**src/dbp_pkg.sv**
```systemverilog
// Package of constants, field layouts and types for the diagnostic bridge pin control
package dbp_pkg;

   ////////////////////////////////////////////////////////////////////////////////////////
   // Clock and timing
   localparam int CLK_HZ = 200_000_000; // System clock rate
   localparam int CRYSTAL_HZ = 4_000_000; // Reference crystal the pin timing is based on
   localparam int BAUD_FAST = 38400; // Host rate with baud strap high
   localparam int BAUD_SLOW = 9600; // Host rate with baud strap low
   localparam int DIV_FAST = CLK_HZ / BAUD_FAST; // Cycles per bit, rounded down
   localparam int DIV_SLOW = CLK_HZ / BAUD_SLOW; // Cycles per bit, rounded down
   localparam int POR_NS = 1000; // Internal power-on reset hold time in ns
   localparam int POR_CYCLES = (POR_NS * (CLK_HZ / 1_000_000) + 999) / 1000; // Rounded up
   localparam int DATA_BITS = 8; // Host character data bits, no parity
   localparam int STOP_BITS = 1; // Host character stop bits

   ////////////////////////////////////////////////////////////////////////////////////////
   // Register byte offsets
   localparam logic [4:0] OFS_CTRL = 5'h00; // Line drive and processing control
   localparam logic [4:0] OFS_STATUS = 5'h04; // Line, RTS and serial status
   localparam logic [4:0] OFS_DATA = 5'h08; // Write: send char, read: received char
   localparam logic [4:0] OFS_CMD = 5'h0c; // Configuration command codes

   // CTRL fields
   localparam int CTRL_SUPPLY = 0;
   localparam int CTRL_POS = 1;
   localparam int CTRL_NEG = 2;
   localparam int CTRL_K = 3;
   localparam int CTRL_L = 4;
   localparam int CTRL_PROC = 5;
   localparam int CTRL_MEM = 6; // Read only, set by strap or command
   localparam int CTRL_LF = 7; // Read only, set by strap or command
   localparam int CTRL_FAST = 8; // Read only, baud strap result

   // STATUS fields; ABORT is write-one-to-clear
   localparam int ST_VPW = 0;
   localparam int ST_K = 1;
   localparam int ST_PWM = 2;
   localparam int ST_RTS = 3;
   localparam int ST_RXV = 4;
   localparam int ST_TXB = 5;
   localparam int ST_OVR = 6;
   localparam int ST_ABORT = 7;
   localparam int ST_INIT = 8;

   // Configuration command codes
   localparam logic [7:0] CMD_MEM_ON = 8'h01; // memory_on_cmd
   localparam logic [7:0] CMD_MEM_OFF = 8'h02; // memory_off_cmd
   localparam logic [7:0] CMD_LF_ON = 8'h03; // linefeed_on_cmd
   localparam logic [7:0] CMD_LF_OFF = 8'h04; // linefeed_off_cmd

   localparam logic [7:0] CHAR_CR = 8'h0d;
   localparam logic [7:0] CHAR_LF = 8'h0a;

   ////////////////////////////////////////////////////////////////////////////////////////
   // Types
   typedef enum logic [1:0] {TX_IDLE, TX_START, TX_DATA, TX_STOP} dbp_txph_e;
   typedef enum logic [1:0] {RX_IDLE, RX_START, RX_DATA, RX_STOP} dbp_rxph_e;

   typedef struct packed {
      logic busSupplySelect;
      logic posLineDrive;
      logic negLineDrive;
      logic kLineDrive;
      logic lLineDrive;
   } dbp_drive_s;

   typedef struct packed {
      logic hostReceiveIndicator;
      logic hostTransmitIndicator;
      logic vehicleReceiveIndicator;
      logic vehicleTransmitIndicator;
   } dbp_ind_s;

   typedef struct packed {
      logic [7:0] porCnt;
      logic initDone;
      logic memEn;
      logic lfEn;
      logic fastBaud;
      dbp_drive_s drv;
      logic processing;
      logic abortFlag;
      dbp_txph_e txPh;
      logic [15:0] txCnt;
      logic [2:0] txBit;
      logic [7:0] txShift;
      logic [7:0] txHold;
      logic txHoldValid;
      logic pendLf;
      logic txLow;
      dbp_rxph_e rxPh;
      logic [15:0] rxCnt;
      logic [2:0] rxBit;
      logic [7:0] rxShift;
      logic [7:0] rxData;
      logic rxValid;
      logic rxOverrun;
      logic rxPrev;
      logic ack;
      logic [31:0] rdata;
   } dbp_state_s;

endpackage : dbp_pkg

```
**src/dbp_pin_control.sv**
```systemverilog
// Pin-level control of the diagnostic bridge: straps, host serial port, bus line pins
//
// Design decisions made here: the register addresses and register access over Avalon-MM.
`timescale 1ns/10ps

////////////////////////////////////////////////////////////////////////////////////////////
// Notes on behaviour
// Low master clear holds device in reset.
// Internal power-on reset needs no external pin.
// Memory strap sampled at reset sets default.
// Memory commands override strap any time.
// Baud strap picks 38400 high, 9600 low.
// Line strap high adds LF after CR.
// Linefeed commands change line ending later.
// Supply select high for 8V, low 5V.
// Positive line drive is active high.
// Negative drive active high, PWM only.
// VPW receive active high, low recessive.
// K-line receive active low, high recessive.
// PWM receive active low, high recessive.
// K and L drives active high.
// Low RTS interrupts the running command.
// Host holds RTS low until busy drops.
// Busy high while processing, low when ready.
// Host transmit line idles high.
// Four indicators rest high, low when active.
// Timing derived from one fixed reference.
// Host characters are 8N1 at selected rate.
// Host waits for busy low before commands.
// Straps only sampled at reset.
// Receive idles high, falling edge starts.
module dbp_pin_control
   import dbp_pkg::*;
#(
   parameter int DivFast = DIV_FAST, // Bit period at the fast rate
   parameter int DivSlow = DIV_SLOW // Bit period at the slow rate, 4 to 65535 cycles
) (
   input wire logic sys_clk,
   input wire logic reset,
   input wire logic master_clear_n,
   input wire logic memory_strap,
   input wire logic baud_strap,
   input wire logic line_end_strap,
   input wire logic vpw_receive_in,
   input wire logic k_line_receive_n,
   input wire logic pwm_receive_n,
   input wire logic rts_n,
   input wire logic host_rx_in,
   output logic host_tx_out,
   output logic busy,
   output dbp_drive_s lineDrive,
   output dbp_ind_s indicators_n,
   input wire logic [4:0] avs_address,
   input wire logic avs_read,
   input wire logic avs_write,
   input wire logic [31:0] avs_writedata,
   output logic [31:0] avs_readdata,
   output logic avs_waitrequest
);

   // Counters are 16 bits wide and the receiver samples at half a bit
   if (DivFast < 4 || DivFast > 65535 || DivSlow < 4 || DivSlow > 65535) begin : g_bad_div
      $error("Bit period parameters out of range");
   end

   localparam logic [15:0] DIV_F = 16'(DivFast); // Sized fast period
   localparam logic [15:0] DIV_S = 16'(DivSlow); // Sized slow period
   localparam logic [7:0] POR_LAST = 8'(POR_CYCLES - 1); // Last cycle of power-on hold

   dbp_state_s s_r; // Whole state
   dbp_state_s s_nxt; // Next state
   logic [15:0] bitDiv; // Bit period chosen by the baud strap
   logic vpwDom; // Bus dominant decoded from each receive pin
   logic kDom;
   logic pwmDom;
   logic req; // Bus request pending
   logic wrData; // Write to the transmit data word
   logic txStall; // Holding register full, write must wait
   logic doWrite; // Write takes effect this edge
   logic doRead; // Read completes this edge

   ////////////////////////////////////////////////////////////////////////////////////////
   // Receive pin decoding and bus handshake terms
   always_comb begin
      vpwDom = vpw_receive_in;
      kDom = ~k_line_receive_n;
      pwmDom = ~pwm_receive_n;
      bitDiv = s_r.fastBaud ? DIV_F : DIV_S;
      req = avs_read | avs_write;
      wrData = avs_write && (avs_address == OFS_DATA);
      txStall = wrData && s_r.txHoldValid;
      doWrite = avs_write && s_r.ack;
      doRead = avs_read && s_r.ack;
      avs_waitrequest = req && !s_r.ack; // Drops one cycle after a request, later for a data write while the holding char is full
   end

   ////////////////////////////////////////////////////////////////////////////////////////
   // Next-state logic
   always_comb begin
      s_nxt = s_r;
      // Power-on hold, counted from reset release; straps caught on its last cycle
      if (!s_r.initDone) begin
         s_nxt.porCnt = s_r.porCnt + 8'h01;
         if (s_r.porCnt == POR_LAST) begin
            s_nxt.initDone = 1'b1;
            s_nxt.memEn = memory_strap;
            s_nxt.fastBaud = baud_strap;
            s_nxt.lfEn = line_end_strap;
         end
      end

      // Bus slave: acknowledge one cycle after request, unless a data write finds the holding char full
      s_nxt.ack = req && !s_r.ack && !txStall;
      if (req && !s_r.ack) begin
         case (avs_address)
            OFS_CTRL: begin
               s_nxt.rdata = 32'h0000_0000;
               s_nxt.rdata[CTRL_SUPPLY] = s_r.drv.busSupplySelect;
               s_nxt.rdata[CTRL_POS] = s_r.drv.posLineDrive;
               s_nxt.rdata[CTRL_NEG] = s_r.drv.negLineDrive;
               s_nxt.rdata[CTRL_K] = s_r.drv.kLineDrive;
               s_nxt.rdata[CTRL_L] = s_r.drv.lLineDrive;
               s_nxt.rdata[CTRL_PROC] = s_r.processing;
               s_nxt.rdata[CTRL_MEM] = s_r.memEn;
               s_nxt.rdata[CTRL_LF] = s_r.lfEn;
               s_nxt.rdata[CTRL_FAST] = s_r.fastBaud;
            end
            OFS_STATUS: begin
               s_nxt.rdata = 32'h0000_0000;
               s_nxt.rdata[ST_VPW] = vpwDom;
               s_nxt.rdata[ST_K] = kDom;
               s_nxt.rdata[ST_PWM] = pwmDom;
               s_nxt.rdata[ST_RTS] = ~rts_n;
               s_nxt.rdata[ST_RXV] = s_r.rxValid;
               s_nxt.rdata[ST_TXB] = (s_r.txPh != TX_IDLE) | s_r.txHoldValid | s_r.pendLf;
               s_nxt.rdata[ST_OVR] = s_r.rxOverrun;
               s_nxt.rdata[ST_ABORT] = s_r.abortFlag;
               s_nxt.rdata[ST_INIT] = s_r.initDone;
            end
            OFS_DATA: s_nxt.rdata = {24'h00_0000, s_r.rxData};
            default: s_nxt.rdata = 32'h0000_0000; // Command word and unmapped read zero
         endcase
      end

      // Register writes, taken only at the edge where waitrequest is low
      if (doWrite) begin
         case (avs_address)
            OFS_CTRL: begin
               // Field by field: the struct runs MSB first, the register LSB first
               s_nxt.drv.busSupplySelect = avs_writedata[CTRL_SUPPLY];
               s_nxt.drv.posLineDrive = avs_writedata[CTRL_POS];
               s_nxt.drv.negLineDrive = avs_writedata[CTRL_NEG];
               s_nxt.drv.kLineDrive = avs_writedata[CTRL_K];
               s_nxt.drv.lLineDrive = avs_writedata[CTRL_L];
               s_nxt.processing = avs_writedata[CTRL_PROC];
            end
            OFS_STATUS: begin
               if (avs_writedata[ST_ABORT]) begin
                  s_nxt.abortFlag = 1'b0;
               end
               if (avs_writedata[ST_OVR]) begin
                  s_nxt.rxOverrun = 1'b0;
               end
            end
            OFS_DATA: begin
               s_nxt.txHold = avs_writedata[7:0];
               s_nxt.txHoldValid = 1'b1;
            end
            OFS_CMD: begin
               case (avs_writedata[7:0])
                  CMD_MEM_ON: s_nxt.memEn = 1'b1;
                  CMD_MEM_OFF: s_nxt.memEn = 1'b0;
                  CMD_LF_ON: s_nxt.lfEn = 1'b1;
                  CMD_LF_OFF: s_nxt.lfEn = 1'b0;
                  default: ; // Unknown codes are ignored
               endcase
            end
            default: ; // Unmapped writes are ignored
         endcase
      end
      if (doRead && avs_address == OFS_DATA) begin
         s_nxt.rxValid = 1'b0; // A new character below still sets it
      end

      // Host attention request cuts short whatever is being processed
      if (!rts_n && s_r.processing) begin
         s_nxt.processing = 1'b0;
         s_nxt.abortFlag = 1'b1; // Set wins over a clear in the same cycle
      end else if (!rts_n) begin
         s_nxt.processing = 1'b0;
      end

      // Transmitter, 8N1, line idle high; a CR may be followed by an automatic LF
      case (s_r.txPh)
         TX_IDLE: begin
            s_nxt.txLow = 1'b0;
            if (s_r.initDone && s_r.pendLf) begin
               s_nxt.pendLf = 1'b0;
               s_nxt.txShift = CHAR_LF;
               s_nxt.txPh = TX_START;
               s_nxt.txCnt = bitDiv - 16'h0001;
               s_nxt.txLow = 1'b1;
            end else if (s_r.initDone && s_r.txHoldValid) begin
               s_nxt.txHoldValid = 1'b0;
               s_nxt.txShift = s_r.txHold;
               s_nxt.pendLf = (s_r.txHold == CHAR_CR) && s_r.lfEn;
               s_nxt.txPh = TX_START;
               s_nxt.txCnt = bitDiv - 16'h0001;
               s_nxt.txLow = 1'b1;
            end
         end
         TX_START, TX_DATA, TX_STOP: begin
            s_nxt.txCnt = s_r.txCnt - 16'h0001;
            if (s_r.txCnt == 16'h0000) begin
               s_nxt.txCnt = bitDiv - 16'h0001;
               if (s_r.txPh == TX_START) begin
                  s_nxt.txPh = TX_DATA;
                  s_nxt.txBit = 3'h0;
                  s_nxt.txLow = ~s_r.txShift[0];
               end else if (s_r.txPh == TX_DATA && s_r.txBit != 3'(DATA_BITS - 1)) begin
                  s_nxt.txBit = s_r.txBit + 3'h1;
                  s_nxt.txShift = {1'b0, s_r.txShift[7:1]};
                  s_nxt.txLow = ~s_r.txShift[1];
               end else if (s_r.txPh == TX_DATA) begin
                  s_nxt.txPh = TX_STOP;
                  s_nxt.txLow = 1'b0;
               end else begin
                  s_nxt.txPh = TX_IDLE;
               end
            end
         end
         default: s_nxt.txPh = TX_IDLE;
      endcase

      // Receiver: falling edge starts, samples at mid-bit, a bad start bit is dropped
      s_nxt.rxPrev = host_rx_in;
      case (s_r.rxPh)
         RX_IDLE: begin
            if (s_r.initDone && s_r.rxPrev && !host_rx_in) begin
               s_nxt.rxPh = RX_START;
               s_nxt.rxCnt = {1'b0, bitDiv[15:1]};
            end
         end
         RX_START, RX_DATA, RX_STOP: begin
            s_nxt.rxCnt = s_r.rxCnt - 16'h0001;
            if (s_r.rxCnt == 16'h0000) begin
               s_nxt.rxCnt = bitDiv - 16'h0001;
               if (s_r.rxPh == RX_START) begin
                  s_nxt.rxPh = host_rx_in ? RX_IDLE : RX_DATA; // Glitch rejected
                  s_nxt.rxBit = 3'h0;
               end else if (s_r.rxPh == RX_DATA) begin
                  s_nxt.rxShift = {host_rx_in, s_r.rxShift[7:1]};
                  s_nxt.rxBit = s_r.rxBit + 3'h1;
                  if (s_r.rxBit == 3'(DATA_BITS - 1)) begin
                     s_nxt.rxPh = RX_STOP;
                  end
               end else begin
                  s_nxt.rxPh = RX_IDLE;
                  if (host_rx_in) begin
                     s_nxt.rxData = s_r.rxShift; // Framing errors are dropped
                     // An unread char is lost; a same-cycle read or clear is honoured first
                     s_nxt.rxOverrun = s_nxt.rxOverrun | s_nxt.rxValid;
                     s_nxt.rxValid = 1'b1;
                  end
               end
            end
         end
         default: s_nxt.rxPh = RX_IDLE;
      endcase

      // Master clear restarts from the initial state, power-on hold included
      if (!master_clear_n) begin
         s_nxt = '0;
         s_nxt.rxPrev = host_rx_in;
      end
   end

   ////////////////////////////////////////////////////////////////////////////////////////
   // State register; all-zero is the initial state, so reset loads only constants
   always_ff @(posedge sys_clk or posedge reset) begin
      if (reset) begin
         s_r <= '0;
      end else begin
         s_r <= s_nxt;
      end
   end

   ////////////////////////////////////////////////////////////////////////////////////////
   // Outputs
   always_comb begin
      host_tx_out = ~s_r.txLow;
      busy = s_r.processing | ~s_r.initDone;
      avs_readdata = s_r.rdata;
      lineDrive = s_r.drv;
      // The negative line is only driven while the 5V PWM supply is selected
      lineDrive.negLineDrive = s_r.drv.negLineDrive & ~s_r.drv.busSupplySelect;
      indicators_n.hostReceiveIndicator = (s_r.rxPh == RX_IDLE);
      indicators_n.hostTransmitIndicator = (s_r.txPh == TX_IDLE);
      indicators_n.vehicleReceiveIndicator = ~(vpwDom | kDom | pwmDom);
      indicators_n.vehicleTransmitIndicator = ~(|lineDrive[3:0]); // see R19, lines as driven
   end
endmodule : dbp_pin_control

```
**config.mk**
```make
export PLATFORM = sky130hd
export DESIGN_NAME = dbp_pin_control
export DESIGN_NICKNAME = d
export VERILOG_FILES = /design/src/dbp_pkg.sv /design/src/dbp_pin_control.sv
export SDC_FILE = /design/constraint.sdc
export NUM_CORES = 1
export LEC_CHECK = 0
export ABC_AREA = 1
export BUFFER_PORTS_ARGS = -buffer_cell sky130_fd_sc_hd__buf_2
export CORE_MARGIN = 4
export CORE_UTILIZATION = 48
export DETAILED_ROUTE_END_ITERATION = 6
export PLACE_DENSITY = 0.69
export SKIP_LAST_GASP = 1
export SLEW_MARGIN = 20
export SYNTH_ARGS = -nofsm -noshare
export SYNTH_HDL_FRONTEND = slang
export SYNTH_SLANG_ARGS = --single-unit
```
**constraint.sdc**
```tcl
create_clock -name sys_clk -period 5.48 [get_ports sys_clk]
set_input_delay 0.822 -clock sys_clk [delete_from_list [all_inputs] [get_ports sys_clk]]
set_output_delay 0.822 -clock sys_clk [all_outputs]
set_load 0.05 [all_outputs]
```
==> results.py, run 1 <==
metrics = {
    "timing": {
        "rsz0062_at_grt": "false",
        "slew_headroom": 0.430,
        "final-setup-viol-count": 0,
        "whs_ps": 480,
        "layout_min_cycle_time_ps": 2490,
        "maxSlewViolCount": 0,
        "tns_ps": 0,
        "timing.fmax_mhz": 402,
        "tightest_slew_ps": 855,
        "period_share": 0.454,
        "hold_violations": 0,
        "skew_ps": 9.19,
    },
    "grt": {
        "antenna_found_initial": 0,
        "grt_pass1_vias": 5295,
        "grt_max_degree": 68,
        "grt_pass1_wl_mm": 25.8,
        "grt.total_usage": 0.198,
        "globalRouteOverflowTotal": 0,
    },
    "cts": {
        "cts_setup_buffers": 0,
        "cts.sinks": 109,
        "cts.clk_slew.worst_paths_ps": 80,
        "cts_buffer_depth": 2,
        "clk_latency_ps": 360,
        "cts_buffers": 9,
        "cts_resized": 0,
        "clock-root-buffer": "clkbuf_16",
        "cts_tree": "done",
        "htreeDepth": 3,
        "cts_hold_buf": 0,
    },
    "die": {
        "chipWidth_um": 125,
        "die-area_um2": 15500,
        "start_util": 0.492,
        "io_pins": 94,
        "core_area_um2": 13200,
        "rows": 42,
        "dieHeight_um": 125,
    },
    "routing": {
        "routed_wl_mm": 15.0,
        "route.vias.total": 5561,
        "first_pass_iters": 5,
        "ant_nets": 0,
        "wire_per_inst_um": 13.8,
        "viasPerCell": 5.14,
        "drt-initial-drc-count": 413,
        "drc": 0,
    },
    "placement": {
        "dp_hpwl_mm": 10.8,
        "place_congestion": 0.897,
        "dp_cells": 1066,
        "io_buffers": 46,
        "postPlaceCellArea_um2": 6680,
    },
    "synth": {
        "synth.distinct_cells": 43,
        "yosysSeqAreaShare": 0.419,
        "syn_avg_cell_area_um2": 7.46,
        "ys.flop_type": "dfrtp_1",
        "ys_ff_latch": 109,
        "synthCells": 873,
        "synthArstFlopShare": 1.00,
        "ys_warn_count": 0,
        "synth_area_um2": 6520,
        "synth_edf_count": 0,
    },
    "layout": {
        "drive_gt1_frac": 0.117,
        "fin_util": 0.527,
        "syn_to_final_growth_pct": 7.10,
        "final_area_um2": 6980,
        "seq_area_um2": 2730,
        "final_cell_mix": "nand2_1 (250), dfrtp_1 (109), nor2_1 (86), inv_1 (81), nand3_1 (77)",
        "fill_cells": 1316,
        "multiInputGateArea_um2": 3160,
        "antenna_cells": 0,
        "final_cell_count_no_fill": 1082,
        "nets": 963,
        "final_common_cell": "nand2_1",
    },
    "worst_setup_path": {
        "cp_data_arrival_time_ps": 1670,
        "worstSetupStartpointType": "input port",
        "crit_type": "in -> out",
        "cp_max_fo": 4,
        "worstSetupEndpointType": "output pin",
        "worstPathRequired_ps": 4660,
    },
    "pwr": {
        "powerDensity_nw_per_um2": 422,
        "combPwrFrac": 0.419,
        "p_sw_mw": 1.32,
        "max-vdd-ir-drop_uv": 192,
        "p_clk_frac": 0.227,
        "leakage_nw": 3.48,
        "seqPwrFrac": 0.354,
        "p_int_mw": 1.63,
        "p_sw_frac": 0.447,
    },
    "min_path": {
        "min-delay-path-class": "reg -> reg",
    },
    "run": {
        "cap_violations": 0,
    },
    "status": {
        "status": "finished clean",
    },
}
==> routing by layer <==
| layer | up-vias | track usage | part of all wire |
|---|---|---|---|
| met5 | - | 0 | 0 |
| met2 | 127 | 0.293 | 0.45 |
| met1 | 2580 | 0.290 | 0.49 |
| met4 | 0 | 0.0600 | 0.018 |
| li1 | 2831 | - | - |
| met3 | 23 | 0.0437 | 0.041 |
==> power groups by stage <==
| stage | clock network [mW] | logic, mW | registers (mW) |
|---|---|---|---|
| after floorplan | 0 | 1.04 | 1.02 |
| after global placement | 0 | 1.21 | 1.05 |
| after detailed placement | 0 | 1.23 | 1.05 |
| after CTS | 0.683 | 1.23 | 1.04 |
| after global routing | 0.712 | 1.41 | 1.06 |
| final | 0.668 | 1.23 | 1.04 |
==> final timing paths <==
| check | from | end | slack [ps] | cells after the start |
|---|---|---|---|---|
| hold reg to reg | s_r[53] | s_r[53] | 480 | 2 |
| setup reg to reg | s_r[111] | s_r[111] | 3340 | 8 |
| min in group asynchronous | reset | s_r[95] | 650 | 2 |
| max in group asynchronous | reset | s_r[51] | 3770 | 3 |
| setup / recovery | avs_write | avs_waitrequest | 2990 | 4 |
| hold / removal | s_r[53] | s_r[53] | 480 | 2 |
==> critical path, cell delays in order <==
cell and delay [ps]:
buf_2 110, nor2_1 50, nor2_1 330, buf_2 350
==> per-stage QoR <==
| stage | power, mW | setup slack [ps] |
|---|---|---|
| 5_1_grt | 3.18 | 2760 |
| 3_5_place_dp | 2.28 | 2640 |
| 2_1_floorplan | 2.06 | 1780 |
| 4_1_cts | 2.96 | 3010 |
| 3_3_place_gp | 2.26 | 2700 |
| 6_report | 2.94 | 2990 |
==> logic make-up after synthesis <==
group           synth area share
simple gates               0.323
buf+inv                    0.109
compound gates             0.114
flops                      0.419
fa+ha+maj                 0.0230
xor+xnor                  0.0121
other cells             0.000575
==> flip-flops by register name (all words and copies together) (netlist names) <==
| register | cells |
|---|---|
| s_r | 96 |
| avs_readdata | 9 |
| lineDrive | 4 |
==> cells in the mapped netlist, types with 3 or more instances <==
master      n  area [µm²]
a21oi_1    31         155
buf_2       7        35.0
buf_4      42         315
buf_6       3        33.8
dfrtp_1   109        2730
ha_1       12         150
inv_1      82         308
nand2_1   250         938
nand2_2     7        43.8
nand3_1    77         385
nand3_4     3        52.6
nand3b_1    4        30.0
nand4_1     8        50.1
nor2_1     86         323
nor2_2      9        56.3
nor2_4      8        90.1
nor3_1      9        45.0
o21ai_0    68         340
o21ai_1     9        45.0
o21ai_2     3        26.3
o21bai_1    3        22.5
o22ai_1     9        56.3
xnor2_1     3        26.3
xor2_1      6        52.6
==> cell type report <==
| type | count | area share |
|---|---|---|
| Multi-Input combinational cell | 647 | 0.453 |
| Sequential cell | 109 | 0.391 |
| Inverter | 86 | 0.0466 |
| Timing Repair Buffer | 48 | 0.0351 |
| Clock buffer | 10 | 0.0342 |
| Tap cell | 176 | 0.0316 |
| Clock inverter | 6 | 0.00878 |
Note: power is estimated with default switching activity, not from simulation.
==> run 2, diff against run 1 <==
--- a/config.mk
+++ b/config.mk
@@ -10,7 +10,7 @@
 export CORE_MARGIN = 4
 export CORE_UTILIZATION = 48
 export DETAILED_ROUTE_END_ITERATION = 6
-export PLACE_DENSITY = 0.69
+export PLACE_DENSITY = 0.71
 export SKIP_LAST_GASP = 1
 export SLEW_MARGIN = 20
 export SYNTH_ARGS = -nofsm -noshare
==> constraint.sdc (replaced) <==
create_clock -name sys_clk -period 2.2 [get_ports sys_clk]
set_input_delay 0.33 -clock sys_clk [delete_from_list [all_inputs] [get_ports sys_clk]]
set_output_delay 0.33 -clock sys_clk [all_outputs]
set_load 0.05 [all_outputs]
==> run 2 against run 1 <==
Routed wire length fell by 1.4%. Register-to-register slack got worse by 3000 ps. First-iteration DRC count fell by 26%. Critical path depth fell by 1. Via count barely moved. Combinational power rose to 2.5 times the previous value. Sequential power rose by 150%. Sequential cell count did not move. Highest routed layer unchanged. Final cell count rose by 1.1%. Largest cell class unchanged. Clock skew fell by 0.59 ps. Non-clock buffer count rose by 12. Sequential share of layout area fell by 0.67 points.
==> results.py, run 2 (synthesized netlist as in run 1, its figures left out) <==
metrics = {
    "status": {
        "status": "finished clean",
    },
    "routing": {
        "routed_wl_mm": 14.8,
        "wirelength_met1_mm": 7.17,
        "viasPerCell": 5.08,
        "route.vias.total": 5558,
        "wire_per_inst_um": 13.5,
        "wl_met3_um": 705,
        "first_pass_iters": 7,
        "top_layer_used": "met4",
        "met2_length_mm": 6.64,
        "ant_nets": 0,
        "drc": 0,
        "drt-initial-drc-count": 306,
    },
    "layout": {
        "final_cell_mix": "nand2_1 (250), dfrtp_1 (109), nor2_1 (86), inv_1 (81), nand3_1 (77)",
        "antenna_cells": 0,
        "nets": 975,
        "largest_reg_flops": 96,
        "drive_gt1_frac": 0.129,
        "final_common_cell": "nand2_1",
        "largest-register": "s_r",
        "syn_to_final_growth_pct": 8.97,
        "fin_util": 0.536,
        "fill_cells": 1281,
    },
    "worst_setup_path": {
        "crit_type": "reg -> out",
        "crit_chain": "inv_1, ha_1, buf_2",
        "max_stage_delay_ps": 400,
        "r2r_end": "s_r[34]",
        "critPathBufInv": 2,
        "rrSetupSlack_ps": 360,
        "cp_data_arrival_time_ps": 1530,
        "worstPathRequired_ps": 1870,
        "cpMaxStageDelayCell": "dfrtp_1",
        "r2r_start": "s_r[55]",
        "cp_max_fo": 4,
        "crit_family": "buffers and inverters",
        "worstSetupStartpointType": "flop",
        "rr_worst_depth": 8,
        "cp.depth": 3,
        "worstSetupEndpointType": "output pin",
    },
    "timing": {
        "hold_violations": 0,
        "tightest_slew_ps": 574,
        "slew_headroom": 0.616,
        "skew_ps": 8.61,
        "tns_ps": 0,
        "layout_min_cycle_time_ps": 1860,
        "rsz0062_at_grt": "false",
        "timing.fmax_mhz": 537,
        "final-setup-viol-count": 0,
        "period_share": 0.846,
        "maxSlewViolCount": 0,
    },
    "cts": {
        "clk_latency_ps": 360,
        "clock-root-buffer": "clkbuf_16",
        "cts_tree": "done",
        "cts_buffers": 9,
        "cts.sinks": 109,
        "cts_buffer_depth": 2,
        "cts_resized": 0,
        "htreeDepth": 3,
        "cts.clk_slew.worst_paths_ps": 80,
    },
    "die": {
        "chipWidth_um": 125,
        "dieHeight_um": 125,
        "rows": 42,
        "die-area_um2": 15500,
        "io_pins": 94,
        "core_area_um2": 13200,
        "start_util": 0.492,
    },
    "min_path": {
        "hold_end": "s_r[33]",
        "hold_depth": 1,
        "min-delay-path-class": "in -> reg",
        "min-delay-start": "host_rx_in",
    },
    "grt": {
        "grt.total_usage": 0.196,
        "grt_pass1_vias": 5262,
        "antenna_found_initial": 0,
        "globalRouteOverflowTotal": 0,
        "grt_pass1_wl_mm": 25.6,
        "grt_max_degree": 51,
    },
    "placement": {
        "dp_hpwl_mm": 11.1,
        "place_congestion": 0.839,
        "io_buffers": 46,
    },
    "pwr": {
        "powerDensity_nw_per_um2": 1040,
        "leakage_nw": 3.55,
        "max-vdd-ir-drop_uv": 526,
        "p_total_mw": 7.35,
    },
    "run": {
        "cap_violations": 0,
    },
}
run 2: changes by cell type in the layout (fill, tap and decap cells not counted):
cell	before	now
clkinv_8	1	0
clkinv_4	0	1
buf_4	2	11
inv_4	1	0
clkbuf_8	1	0
nor4_2	0	1
inv_8	1	4
nor4_1	1	0
buf_12	0	2
inv_6	3	2
dlygate4sd3_1	0	1
run 2: stage by stage:
step / setup slack [ps] / hold WS (ps) / area (µm²) / std cells
3_3_place_gp: 424 / 366 / 6790 / 1077
5_1_grt: 179 / 139 / 7100 / 1094
3_5_place_dp: 414 / 369 / 6790 / 1077
2_1_floorplan: 228 / 361 / 6610 / 895
6_report: 338 / 154 / 7100 / 1094
4_1_cts: 318 / 139 / 7100 / 1094
run 2: cell type report:
cell class	count	area [µm²]	area share
clock inverter	7	71.3	0.0100
timing repair buffer	60	363	0.0511
clock buffer	9	225	0.0317
inverter	86	327	0.0460
multi-input combinational	647	3170	0.446
tap	176	220	0.0310
sequential	109	2730	0.384
run 2: power by group:
group          internal, mW  switching, mW  total [mW]
sequential             2.28          0.299        2.58
combinational         0.987           2.14        3.13
clock                 0.812          0.832        1.64
total                  4.08           3.27        7.35
run 2: metal layers:
metal  global-route usage  vias up
li1                     -     2865
met1                0.293     2535
met2                0.292      135
met3               0.0347       23
met4               0.0580        0
met5                    0        -
run 2: worst max path at each step:
stage	from	endpoint	slack, ps
finish	s_r[111]	indicators_n[2]	340
global route	s_r[111]	s_r[111]	180
CTS	s_r[111]	indicators_n[2]	320
detailed placement	s_r[55]	s_r[38]	410
global placement	s_r[55]	s_r[38]	420
floorplan	s_r[111]	s_r[106]	230
run 2: timing repair:
| action | CTS | global route |
|---|---|---|
| hold endpoints to repair | 16 | 0 |
| hold buffers | 1 | 0 |
| buffers inserted | 0 | 0 |
